--- src/wdt_pkg.sv ---
// Constants shared by the watchdog timer block: register indexes, field positions,
// reset and strap values, tick timing.
// Assumes a 100 MHz ref_clk.
package wdt_pkg;

  // Register indexes
  localparam logic [7:0] IDX_WATCHDOG_ENABLE = 8'h30;
  localparam logic [7:0] IDX_BASE_ADDRESS_HIGH = 8'h60;
  localparam logic [7:0] IDX_BASE_ADDRESS_LOW = 8'h61;
  localparam logic [7:0] IDX_INTERRUPT_SELECT = 8'h70;
  localparam logic [7:0] IDX_TIMER_STATUS_CONTROL = 8'hF0;
  localparam logic [7:0] IDX_TIMER_COUNT_VALUE = 8'hF1;

  // Field positions
  localparam int TIMER_ON_BIT = 0;
  localparam int IRQ_ENABLE_BIT = 4;
  localparam int IRQ_CHANNEL_LSB = 0;
  localparam int IRQ_CHANNEL_W = 4;
  localparam int UNIT_LSB = 1;
  localparam int UNIT_W = 2;
  localparam int FLAG_BIT = 0;

  // Values without strap, and with the strap pin pulled up
  localparam logic [7:0] REG_RESET = 8'h00;
  localparam logic TIMER_ON_STRAP = 1'b1;
  localparam logic [7:0] BASE_HIGH_STRAP = 8'h04;
  localparam logic [7:0] BASE_LOW_STRAP = 8'h42;
  localparam logic [7:0] STATUS_CONTROL_STRAP = 8'h01;
  localparam logic [7:0] COUNT_STRAP = 8'h0A;

  // Tick unit codes
  localparam logic [1:0] UNIT_10MS = 2'h0;
  localparam logic [1:0] UNIT_1S = 2'h1;
  localparam logic [1:0] UNIT_1MIN = 2'h2;

  // Timing
  localparam int CLK_PERIOD_NS = 10;
  localparam int TICK_BASE_MS = 10;
  localparam int TICK_SECOND_MS = 1000;
  localparam int TICK_MINUTE_S = 60;
  localparam int TICK_BASE_CYCLES = (TICK_BASE_MS * 1000000) / CLK_PERIOD_NS;
  localparam int TICKS_PER_SECOND = TICK_SECOND_MS / TICK_BASE_MS;

  localparam int IRQ_CHANNELS = 16;

endpackage

--- src/wdt_timer.sv ---
// Watchdog timer block: configuration registers, strap defaults, arming,
// countdown, timeout flag, watchdog output and interrupt routing.
// Assumes the register strobes come from host-bus logic on ref_clk.
// Contract
// - Enable bit 0 gates timer; strap sets default
// - Base high powers up 0x04 strapped, writable
// - Base low powers up 0x42 strapped, writable
// - Interrupt-select bit 4 enables timeout interrupt
// - Interrupt-select bits 3-0 pick the channel
// - Unit field: 10ms, 1s, 1min, reserved
// - Status-control strap default 0x01, else 0x00; strapped it reads 0x02 here (unit 1s)
// - Status bit 0 shows timeout occurred
// - Writing one clears flag; zero leaves it
// - Count register holds ticks before expiry
// - Same non-zero count twice arms; else stops
// - Count powers up 0x0A strapped, else 0x00
`timescale 1ns/1ps
`default_nettype none
module wdt_timer
  import wdt_pkg::*;
#(
  parameter int BASE_CYCLES = TICK_BASE_CYCLES,
  parameter int CHANNELS = IRQ_CHANNELS
) (
  input wire logic ref_clk,
  input wire logic rst,
  input wire logic ce,
  input wire logic watchdog_strap_pin,
  input wire logic reg_wr,
  input wire logic reg_rd,
  input wire logic [7:0] reg_index,
  input wire logic [7:0] reg_wdata,
  output logic [7:0] reg_rdata,
  output logic wdt_out_n,
  output logic [CHANNELS-1:0] irq_req
);

  if (CHANNELS < 1 || CHANNELS > (1 << IRQ_CHANNEL_W)) begin : g_bad_chan
    $error("wdt_timer: CHANNELS must be 1 to 16");
  end

  typedef enum logic [1:0] {
    PH_SYNC_A = 2'b00,
    PH_SYNC_B = 2'b01,
    PH_LOAD = 2'b10,
    PH_RUN = 2'b11
  } wdt_phase_type;

  typedef struct packed {
    wdt_phase_type phase;
    logic strap_s1;
    logic strap_s2;
    logic timer_on;
    logic [7:0] base_high_byte;
    logic [7:0] base_low_byte;
    logic timeout_irq_enable;
    logic [IRQ_CHANNEL_W-1:0] timeout_irq_channel;
    logic [UNIT_W-1:0] tick_unit_select;
    logic timeout_flag;
    logic [7:0] tick_count;
    logic [7:0] last_wr;
    logic arm_pend;
    logic running;
    logic [7:0] remain;
    logic [7:0] rdata;
    logic wdt_n;
    logic [CHANNELS-1:0] irq;
  } wdt_state_type;

  wdt_state_type s_r;
  wdt_state_type s_nxt;
  logic tick_base;
  logic tick_sec;
  logic tick_min;
  logic tick_sel;
  logic arm_now;
  logic access_ok;
  logic [CHANNELS-1:0] irq_hit;

  wdt_tick_div #(
    .BASE_CYCLES(BASE_CYCLES)
  ) u_div (
    .ref_clk(ref_clk),
    .rst(rst),
    .ce(ce),
    .clear(arm_now),
    .tick_base(tick_base),
    .tick_sec(tick_sec),
    .tick_min(tick_min)
  );

  assign access_ok = (s_r.phase == PH_RUN);

  // Reserved unit code never ticks, so the countdown holds
  always_comb begin
    case (s_r.tick_unit_select)
      UNIT_10MS: tick_sel = tick_base;
      UNIT_1S: tick_sel = tick_sec;
      UNIT_1MIN: tick_sel = tick_min;
      default: tick_sel = 1'b0;
    endcase
  end

  // Second identical non-zero write arms, only while enabled
  assign arm_now = access_ok && reg_wr && (reg_index == IDX_TIMER_COUNT_VALUE) && s_r.arm_pend &&
                   (reg_wdata == s_r.last_wr) && (reg_wdata != 8'h00) && s_r.timer_on;

  // One line per channel, raised only for the selected one
  for (genvar i = 0; i < CHANNELS; i++) begin : g_irq
    assign irq_hit[i] = s_r.timeout_flag && s_r.timeout_irq_enable &&
                        (s_r.timeout_irq_channel == IRQ_CHANNEL_W'(i));
  end

  always_comb begin
    s_nxt = s_r;
    s_nxt.strap_s1 = watchdog_strap_pin;
    s_nxt.strap_s2 = s_r.strap_s1;
    s_nxt.wdt_n = !s_r.timeout_flag;
    s_nxt.irq = irq_hit;
    case (s_r.phase)
      PH_SYNC_A: s_nxt.phase = PH_SYNC_B;
      PH_SYNC_B: s_nxt.phase = PH_LOAD;
      PH_LOAD: begin
        // Strap caught after release, never under the async reset
        s_nxt.phase = PH_RUN;
        if (s_r.strap_s2) begin
          s_nxt.timer_on = TIMER_ON_STRAP;
          s_nxt.base_high_byte = BASE_HIGH_STRAP;
          s_nxt.base_low_byte = BASE_LOW_STRAP;
          s_nxt.tick_unit_select = STATUS_CONTROL_STRAP[UNIT_W-1:0];
          s_nxt.tick_count = COUNT_STRAP;
        end
      end
      PH_RUN: begin
        if (reg_rd) begin
          case (reg_index)
            IDX_WATCHDOG_ENABLE: s_nxt.rdata = {7'h0, s_r.timer_on};
            IDX_BASE_ADDRESS_HIGH: s_nxt.rdata = s_r.base_high_byte;
            IDX_BASE_ADDRESS_LOW: s_nxt.rdata = s_r.base_low_byte;
            IDX_INTERRUPT_SELECT: s_nxt.rdata = {3'h0, s_r.timeout_irq_enable, s_r.timeout_irq_channel};
            IDX_TIMER_STATUS_CONTROL: s_nxt.rdata = {5'h0, s_r.tick_unit_select, s_r.timeout_flag};
            IDX_TIMER_COUNT_VALUE: s_nxt.rdata = s_r.tick_count;
            default: s_nxt.rdata = REG_RESET;
          endcase
        end
        if (reg_wr) begin
          case (reg_index)
            IDX_WATCHDOG_ENABLE: s_nxt.timer_on = reg_wdata[TIMER_ON_BIT];
            IDX_BASE_ADDRESS_HIGH: s_nxt.base_high_byte = reg_wdata;
            IDX_BASE_ADDRESS_LOW: s_nxt.base_low_byte = reg_wdata;
            IDX_INTERRUPT_SELECT: begin
              s_nxt.timeout_irq_enable = reg_wdata[IRQ_ENABLE_BIT];
              s_nxt.timeout_irq_channel = reg_wdata[IRQ_CHANNEL_LSB +: IRQ_CHANNEL_W];
            end
            IDX_TIMER_STATUS_CONTROL: begin
              s_nxt.tick_unit_select = reg_wdata[UNIT_LSB +: UNIT_W];
              if (reg_wdata[FLAG_BIT]) begin
                s_nxt.timeout_flag = 1'b0;
              end
            end
            IDX_TIMER_COUNT_VALUE: begin
              s_nxt.tick_count = reg_wdata;
              if (arm_now) begin
                s_nxt.running = 1'b1;
                s_nxt.remain = reg_wdata;
                s_nxt.arm_pend = 1'b0;
              end else begin
                s_nxt.running = 1'b0;
                s_nxt.arm_pend = (reg_wdata != 8'h00);
                s_nxt.last_wr = reg_wdata;
              end
            end
            default: ;
          endcase
        end
        if (!s_nxt.timer_on) begin
          s_nxt.running = 1'b0;
        end else if (s_r.running && !arm_now && tick_sel && s_nxt.running) begin
          if (s_r.remain <= 8'h01) begin
            // Expiry is set after any clear, so a coincident event wins
            s_nxt.remain = 8'h00;
            s_nxt.running = 1'b0;
            s_nxt.timeout_flag = 1'b1;
          end else begin
            s_nxt.remain = s_r.remain - 8'h01;
          end
        end
      end
      default: s_nxt.phase = PH_SYNC_A;
    endcase
  end

  always_ff @(posedge ref_clk or posedge rst) begin
    if (rst) begin
      s_r <= '0;
      s_r.wdt_n <= 1'b1;
    end else if (ce) begin
      s_r <= s_nxt;
    end
  end

  assign reg_rdata = s_r.rdata;
  assign wdt_out_n = s_r.wdt_n;
  assign irq_req = s_r.irq;
endmodule
`default_nettype wire

--- src/wdt_tick_div.sv ---
// Tick divider: one-cycle pulses every 10 ms, 1 s and 1 min of ref_clk.
// Assumes clear and ce come from logic on ref_clk.
`timescale 1ns/1ps
`default_nettype none
module wdt_tick_div
  import wdt_pkg::*;
#(
  parameter int BASE_CYCLES = TICK_BASE_CYCLES,
  parameter int SECOND_STEPS = TICKS_PER_SECOND,
  parameter int MINUTE_STEPS = TICK_MINUTE_S
) (
  input wire logic ref_clk,
  input wire logic rst,
  input wire logic ce,
  input wire logic clear,
  output logic tick_base,
  output logic tick_sec,
  output logic tick_min
);
  localparam int BW = $clog2(BASE_CYCLES);
  localparam int SW = $clog2(SECOND_STEPS);
  localparam int MW = $clog2(MINUTE_STEPS);

  if (BASE_CYCLES < 2 || SECOND_STEPS < 2 || MINUTE_STEPS < 2) begin : g_bad_div
    $error("wdt_tick_div: every divider stage needs at least 2 steps");
  end

  typedef struct packed {
    logic [BW-1:0] base_cnt;
    logic [SW-1:0] sec_cnt;
    logic [MW-1:0] min_cnt;
    logic t_base;
    logic t_sec;
    logic t_min;
  } wdt_div_state_type;

  wdt_div_state_type s_r;
  wdt_div_state_type s_nxt;

  // Derived from the clock, all three stages cascade
  always_comb begin
    s_nxt = s_r;
    s_nxt.t_base = 1'b0;
    s_nxt.t_sec = 1'b0;
    s_nxt.t_min = 1'b0;
    if (clear) begin
      s_nxt.base_cnt = '0;
      s_nxt.sec_cnt = '0;
      s_nxt.min_cnt = '0;
    end else if (s_r.base_cnt == BW'(BASE_CYCLES - 1)) begin
      s_nxt.base_cnt = '0;
      s_nxt.t_base = 1'b1;
      if (s_r.sec_cnt == SW'(SECOND_STEPS - 1)) begin
        s_nxt.sec_cnt = '0;
        s_nxt.t_sec = 1'b1;
        if (s_r.min_cnt == MW'(MINUTE_STEPS - 1)) begin
          s_nxt.min_cnt = '0;
          s_nxt.t_min = 1'b1;
        end else begin
          s_nxt.min_cnt = s_r.min_cnt + 1'b1;
        end
      end else begin
        s_nxt.sec_cnt = s_r.sec_cnt + 1'b1;
      end
    end else begin
      s_nxt.base_cnt = s_r.base_cnt + 1'b1;
    end
  end

  always_ff @(posedge ref_clk or posedge rst) begin
    if (rst) begin
      s_r <= '0;
    end else if (ce) begin
      s_r <= s_nxt;
    end
  end

  assign tick_base = s_r.t_base;
  assign tick_sec = s_r.t_sec;
  assign tick_min = s_r.t_min;
endmodule
`default_nettype wire

--- config.mk ---
export PLATFORM = sky130hd
export DESIGN_NAME = wdt_timer
export DESIGN_NICKNAME = d
export VERILOG_FILES = /design/src/wdt_pkg.sv /design/src/wdt_timer.sv /design/src/wdt_tick_div.sv
export SDC_FILE = /design/constraint.sdc
export NUM_CORES = 1
export LEC_CHECK = 0
export ABC_CLOCK_PERIOD_IN_PS = 5000
export BUFFER_PORTS_ARGS = -buffer_cell sky130_fd_sc_hd__buf_2
export CORE_MARGIN = 3
export CORE_UTILIZATION = 40
export CTS_CLUSTER_SIZE = 10
export DETAILED_ROUTE_END_ITERATION = 8
export PLACE_DENSITY = 0.59
export RECOVER_POWER = 100
export SETUP_SLACK_MARGIN = 0.3
export SLEW_MARGIN = 20
export SYNTH_ARGS = -nofsm -noshare
export SYNTH_HDL_FRONTEND = slang
export SYNTH_SLANG_ARGS = --single-unit
--- constraint.sdc ---
create_clock -name ref_clk -period 5 [get_ports ref_clk]
set_input_delay 0.25 -clock ref_clk [delete_from_list [all_inputs] [get_ports ref_clk]]
set_output_delay 0.25 -clock ref_clk [all_outputs]
set_load 0.005 [all_outputs]
==> metrics.yaml, run 1 <==
diodes: 0
setup_violations: 0
grt_use_met3_pct: 4.32
p_total_mw: 2.55
netlist_instances: 592
die-area_mm2: 0.0166
grt.busiest_layer: "met2"
drc: 0
clock_skew_ns: 0.00861
clockBufferDepth: 2
cts_tree: "yes"
leakagePower_nw: 3.01
async_flop_share_pct: 100
drt_iter0_drc: 383
avgRoutedWirePerCell_um: 17.3
worstPathMaxFanout: 29
clk_latency_ns: 0.40
seq_area_frac_synth_pct: 48.0
grt_use_met1_pct: 24.3
final_hold_viol_count: 0
grt_max_degree: 83
power_density_mw_per_mm2: 380
drive_gt1_share_pct: 16.2
nFillCells: 1382
start_kind: "flip-flop"
grt.overflow.total: 0
numClockSinks: 116
synth_edf_count: 0
placedCellCount: 775
synthFlopType: "dfrtp_1"
cts_resized: 0
hp-class: "primary input to flip-flop"
synth_top_area_share_pct: 47.6
synth_area_mm2: 0.00605
io_pins: 47
relSlewSlack_pct: -144
grt_pass1_vias: 4472
dp_hpwl_mm: 9.70
period_minus_slack_ns: 3.48
path_clk_slew_ns: 0.05
antenna_found_initial: 0
worst_ep_arrival_time_ns: 3.72
timing_worst_slew_pin_value_ns: 3.64
synth_fp_nets: 623
grt_pass1_wl_mm: 23.2
yosys-top-cells-area: "dfrtp_1 48%, mux2_2 4.8%, nand2_1 3.5%"
grt_use_met2_pct: 27.2
routed_wirelength_mm: 13.9
worstPathRequired_ns: 5.24
io_buffers: 46
numCtsBuffers: 17
synthToLayoutAreaGrowth_pct: 10.6
post_synth.cell_area_avg_um2: 10.2
fp.dieH_um: 129
max_freq_ghz: 0.287
post-route-period-util_pct: 69.6
core_area_mm2: 0.0146
ant_nets: 0
maxCapViolCount: 1
post-cts-setup-buffers: 0
synth_common_cells: "115 x dfrtp_1, 56 x nand2_1, 44 x nor2_1, 29 x o21ai_0, 27 x nand3_1"
grtUsageTotal_pct: 17.4
ir_drop_uv: 241
crit_type: "flip-flop to flip-flop"
cts_hold_buffers: 0
ys_warn_count: 0
setup_tns_ns: 0
rows: 44
yosysMostFrequentCell: "dfrtp_1"
via_count: 4564
fin_nets: 641
yosysTopAreaCell: "dfrtp_1"
gp_congestion: 0.799
ys_ff_latch: 116
status: "finished with violations"
h-tree-depth: 4
slew_violations: 83
cts_root_buffer: "clkbuf_16"
die_w_um: 129
first_pass_iters: 5
worstSetupEndpointType: "flip-flop"
initial_core_util_pct: 41.3
synth.distinct_cells: 67
instances_no_fill: 807
violations: "max-capacitance violations, max-slew violations"
vias_per_cell: 5.66
rsz0062_at_grt: "false"
==> registers in the layout (all words and copies together) (netlist names) <==
name / flops
s_r: 54
s_nxt: 1
u_div.s_r: 33
u_div.tick_sec: 1
wdt_out_n: 1
irq_req: 16
reg_rdata: 8
u_div.tick_min: 1
u_div.tick_base: 1
==> worst max-delay path, cell delays in order, from the launching register on <==
cell,delay [ns]
dfrtp_1,0.41
ha_1,0.83
nand4_1,0.17
a211oi_1,0.24
and4_1,0.48
or2_0,0.23
and2_0,0.78
o21ai_0,0.16
==> layer usage <==
metal	share of wire, %	vias up	wire, um
li1	-	2165	-
met1	47	2277	6580
met3	4.6	15	645
met2	47	107	6530
met4	1.3	0	176
met5	0	-	0
==> final timing paths <==
check | startpoint | end | slack, ns | depth (start not counted)
max reg2reg | s_r[78]$_DFFE_PP0P_ | u_div.s_r[11]$_DFFE_PP0P_ | 1.52 | 7
min in group asynchronous | rst | u_div.s_r[29]$_DFFE_PP0P_ | 0.92 | 2
max | s_r[78]$_DFFE_PP0P_ | u_div.s_r[11]$_DFFE_PP0P_ | 1.52 | 7
min | watchdog_strap_pin | s_nxt[76]$_DFFE_PP0P_ | 0.12 | 2
min reg2reg | reg_rdata[3]$_DFFE_PP0P_ | reg_rdata[3]$_DFFE_PP0P_ | 0.47 | 1
max in group asynchronous | rst | wdt_out_n$_DFFE_PP1P_ | 2.39 | 3
==> cell families after synthesis <==
group / count (synthesis) / synth area share, %
AND/OR/NAND/NOR: 215 / 19.0
AO/OA/AOI/OAI: 123 / 14.7
flip-flops: 116 / 48.0
buffers and inverters: 68 / 6.33
multiplexers: 33 / 6.08
XOR/XNOR: 28 / 4.05
adder cells (fa/ha/maj): 9 / 1.86
==> area by class of cell <==
type / count / area, um2 / area share [%]
Clock buffer: 26 / 489 / 7.31
Clock inverter: 6 / 32.5 / 0.486
Inverter: 19 / 72.6 / 1.08
Sequential cell: 116 / 2900 / 43.4
Timing Repair Buffer: 48 / 228 / 3.40
Multi-Input combinational cell: 408 / 2740 / 40.9
Tap cell: 184 / 230 / 3.44
==> report_power, final <==
| part | internal (mW) | switching, mW | total [mW] | leakage (nW) |
|---|---|---|---|---|
| Sequential | 1.05 | 0.0901 | 1.14 | 1.54 |
| Combinational | 0.135 | 0.207 | 0.342 | 1.22 |
| Clock | 0.667 | 0.401 | 1.07 | 0.258 |
| Total | 1.85 | 0.698 | 2.55 | 3.01 |
==> placed cells by master, fill, tap and decap left out, types with 6 or more instances in the layout <==
master	instances
a21oi_1	20
a22o_1	11
and3_1	13
buf_2	32
clkbuf_1	20
clkbuf_16	17
dfrtp_1	115
ha_1	9
inv_1	18
mux2_2	26
mux2i_1	6
nand2_1	56
nand2b_1	6
nand3_1	27
nand4_1	18
nor2_1	44
nor3_1	10
nor4b_1	6
o21ai_0	29
o22ai_1	6
o2bb2ai_1	17
xnor2_1	6
xor2_1	22
==> through the flow <==
| step | instance area [um2] | hold WS (ns) | utilization (%) | setup WS, ns |
|---|---|---|---|---|
| after detailed placement | 6220 | 0.461 | 42.5 | 1.65 |
| after global routing | 6690 | 0.107 | 45.7 | 1.14 |
| after CTS | 6740 | 0.105 | 46.0 | 1.62 |
| final | 6690 | 0.121 | 45.7 | 1.52 |
| after floorplan | 6050 | 0.401 | - | 1.68 |
| after global placement | 6220 | 0.457 | 42.5 | 1.81 |
No activity file was read; power rests on OpenSTA's default activity.
==> inputs of run 2 (changes only) <==
--- a/config.mk
+++ b/config.mk
@@ -5,7 +5,7 @@
 export SDC_FILE = /design/constraint.sdc
 export NUM_CORES = 1
 export LEC_CHECK = 0
-export ABC_CLOCK_PERIOD_IN_PS = 5000
+export ABC_CLOCK_PERIOD_IN_PS = 3210
 export BUFFER_PORTS_ARGS = -buffer_cell sky130_fd_sc_hd__buf_2
 export CORE_MARGIN = 3
 export CORE_UTILIZATION = 40
==> constraint.sdc (replaced) <==
create_clock -name ref_clk -period 3.21 [get_ports ref_clk]
set_input_delay 0.1605 -clock ref_clk [delete_from_list [all_inputs] [get_ports ref_clk]]
set_output_delay 0.1605 -clock ref_clk [all_outputs]
set_load 0.005 [all_outputs]
==> run 2 against run 1 <==
The flow still finishes with violations (max-capacitance violations, max-slew violations). Flip-flop and latch count stayed put. First-iteration DRC count is 16% higher. Global-route usage is 0.41 points higher. Via count is 1.8% higher. Largest power group is now the clock network.
==> metrics.yaml, run 2 (synthesized netlist as in run 1, its figures left out) <==
rows: 44  # unchanged
grt_use_met1_pct: 24.9  # +0.61 points
numClockSinks: 116  # unchanged
grt_pass1_vias: 4595  # +2.8%
dp_hpwl_mm: 9.85  # +1.6%
drc: 0  # unchanged
io_buffers: 46  # unchanged
switching_share_pct: 25.7  # -1.8 points
rsz0062_at_grt: "false"
die_w_um: 129  # unchanged
grt.busiest_layer: "met2"
intPower_mw: 3.22  # +74%
finalInstanceArea_mm2: 0.00687  # +2.7%
vias_per_cell: 5.68  # +0.35%
nFillCells: 1385  # +0.22%
cp_cell_sequence: "ha_1 > buf_4 > and2_0 > clkbuf_1 > nand4_1 > and2b_1 > a21oi_1 > a221oi_1"
worstPathMaxFanout: 27  # -6.9%
worstPathRequired_ns: 3.51  # -1.73 ns
ir_drop_uv: 420  # +74%
grt_use_met2_pct: 27.5  # +0.30 points
cts_tree: "yes"
die-area_mm2: 0.0166  # unchanged
first_pass_iters: 6  # +1
hp-class: "primary input to flip-flop"
clkPwrFrac_pct: 46.4  # +4.4 points
relSlewSlack_pct: -10.3  # +130 points
grt_max_degree: 66  # -20%
via_count: 4648  # +1.8%
largest_register_ffs: 54  # unchanged
start_kind: "flip-flop"
setup_tns_ns: 0  # unchanged
timing_worst_slew_pin_value_ns: 1.65  # -1.98 ns
final_hold_viol_count: 0  # unchanged
leakagePower_nw: 3.09  # +2.6%
grt.overflow.total: 0  # unchanged
fin_nets: 654  # +2.0%
critPathMaxStageDelay_ns: 0.44  # -0.39 ns
post-route-period-util_pct: 84.3  # +15 points
min_delay_path_depth: 2  # unchanged
numCtsBuffers: 17  # unchanged
grt_pass1_wl_mm: 23.5  # +1.4%
switchingPower_mw: 1.11  # +59%
io_pins: 47  # unchanged
path_clk_slew_ns: 0.05  # about the same
clk_latency_ns: 0.41  # about the same
fp.dieH_um: 129  # unchanged
final_util_pct: 46.9  # +1.2 points
final_common_cell: "dfrtp_1"
ff_latch_area_mm2: 0.00290  # unchanged
maxCapViolCount: 1  # unchanged
period_minus_slack_ns: 2.71  # -0.773 ns
crit_type: "flip-flop to flip-flop"
cts_resized: 0  # unchanged
place_ws_ns: 0.403  # -1.25 ns
avgRoutedWirePerCell_um: 17.1  # -0.67%
clockBufferDepth: 2  # unchanged
top_register: "s_r"
gp_congestion: 0.805  # +0.69%
synthToLayoutAreaGrowth_pct: 13.5
slowest_stage: "and2b_1"
h-tree-depth: 4  # unchanged
grt_use_met3_pct: 3.94  # -0.37 points
setup_violations: 0  # unchanged
antenna_found_initial: 0  # unchanged
grtUsageTotal_pct: 17.8  # +0.41 points
initial_core_util_pct: 41.3  # unchanged
fin_hold_ws_ns: 0.104  # -0.0167 ns
most-common-layout-cells: "115 x dfrtp_1, 56 x nand2_1, 44 x nor2_1"
worst_ep_arrival_time_ns: 3.01  # -0.71 ns
core_area_mm2: 0.0146  # unchanged
multiInputGateArea_mm2: 0.00273  # about the same
fin_ws_ns: 0.503  # -1.02 ns
status: "finished with violations"
ant_nets: 0  # unchanged
drt_iter0_drc: 446  # +16%
reg2regPathDepth: 8  # +1
clock_skew_ns: 0.00533  # -0.00328 ns
cts_root_buffer: "clkbuf_16"
p_comb_share_pct: 12.6  # -0.8 points
power_density_mw_per_mm2: 629  # +65%
place_area_mm2: 0.00631  # +1.5%
slew_violations: 66  # -20%
worstSetupEndpointType: "flip-flop"
routed_wirelength_mm: 14.0  # +0.80%
drive_gt1_share_pct: 16.9  # +0.64 points
diodes: 0  # unchanged
seqPwrFrac_pct: 41.0  # -3.6 points
max_freq_ghz: 0.369  # +29%
violations: "max-capacitance violations, max-slew violations"
## run 2: cell types whose count changed in the layout (fill, tap and decap cells not counted), moves of 2 or more
cell           previous run  this run
clkbuf_2                  0         2
dlygate4sd3_1             0         2
buf_2                    32        28
buf_4                     2         5
bufinv_16                 0         4
clkbuf_1                 20        24
## run 2: layer usage
| layer | wire [um] | share of wire (%) |
|---|---|---|
| met5 | 0 | 0 |
| met4 | 208 | 1.5 |
| met1 | 6500 | 46 |
| met3 | 830 | 5.9 |
| met2 | 6510 | 46 |
## run 2: repair_timing
action / in CTS / in global routing
hold buffers: 2 / 0
setup buffers: 0 / 0
endpoints found under the hold margin: 69 / 0
## run 2: power groups by stage
stage / registers [mW] / clock network, mW / logic, mW
after floorplan: 1.75 / 0 / 0.422
after global placement: 1.78 / 0 / 0.547
after detailed placement: 1.79 / 0 / 0.568
after CTS: 1.77 / 2.04 / 0.575
after global routing: 1.79 / 2.11 / 0.622
final: 1.77 / 2.01 / 0.547
## run 2: per-stage QoR
step	total power, mW	cells
finish	4.33	819
global route	4.53	819
CTS	4.39	819
detailed placement	2.36	786
global placement	2.33	786
floorplan	2.17	592
## run 2: layout make-up
cell class | instances | area share, %
tap | 184 | 3.35
multi-input combinational | 408 | 39.8
sequential | 116 | 42.3
inverter | 19 | 1.06
timing repair buffer | 61 | 4.33
clock buffer | 21 | 6.99
clock inverter | 10 | 2.22
## run 2: worst max-delay path, delay by kind of cell, from the launching register on
family | cells | cell delay (ns)
simple gates | 3 | 0.77
compound gates | 2 | 0.57
flops | 1 | 0.41
fa+ha+maj | 1 | 0.22
buf+inv | 2 | 0.62
## run 2: final timing paths
| check | end | start | slack, ns |
|---|---|---|---|
| max | s_r[27]$_DFFE_PP0P_ | s_r[78]$_DFFE_PP0P_ | 0.50 |
| min | s_r[40]$_DFFE_PP0P_ | reg_wdata[5] | 0.10 |
| max reg2reg | s_r[27]$_DFFE_PP0P_ | s_r[78]$_DFFE_PP0P_ | 0.50 |
| min reg2reg | reg_rdata[1]$_DFFE_PP0P_ | reg_rdata[1]$_DFFE_PP0P_ | 0.47 |
| max in group asynchronous | s_r[32]$_DFFE_PP0P_ | rst | 1.15 |
| min in group asynchronous | irq_req[14]$_DFFE_PP0P_ | rst | 0.21 |
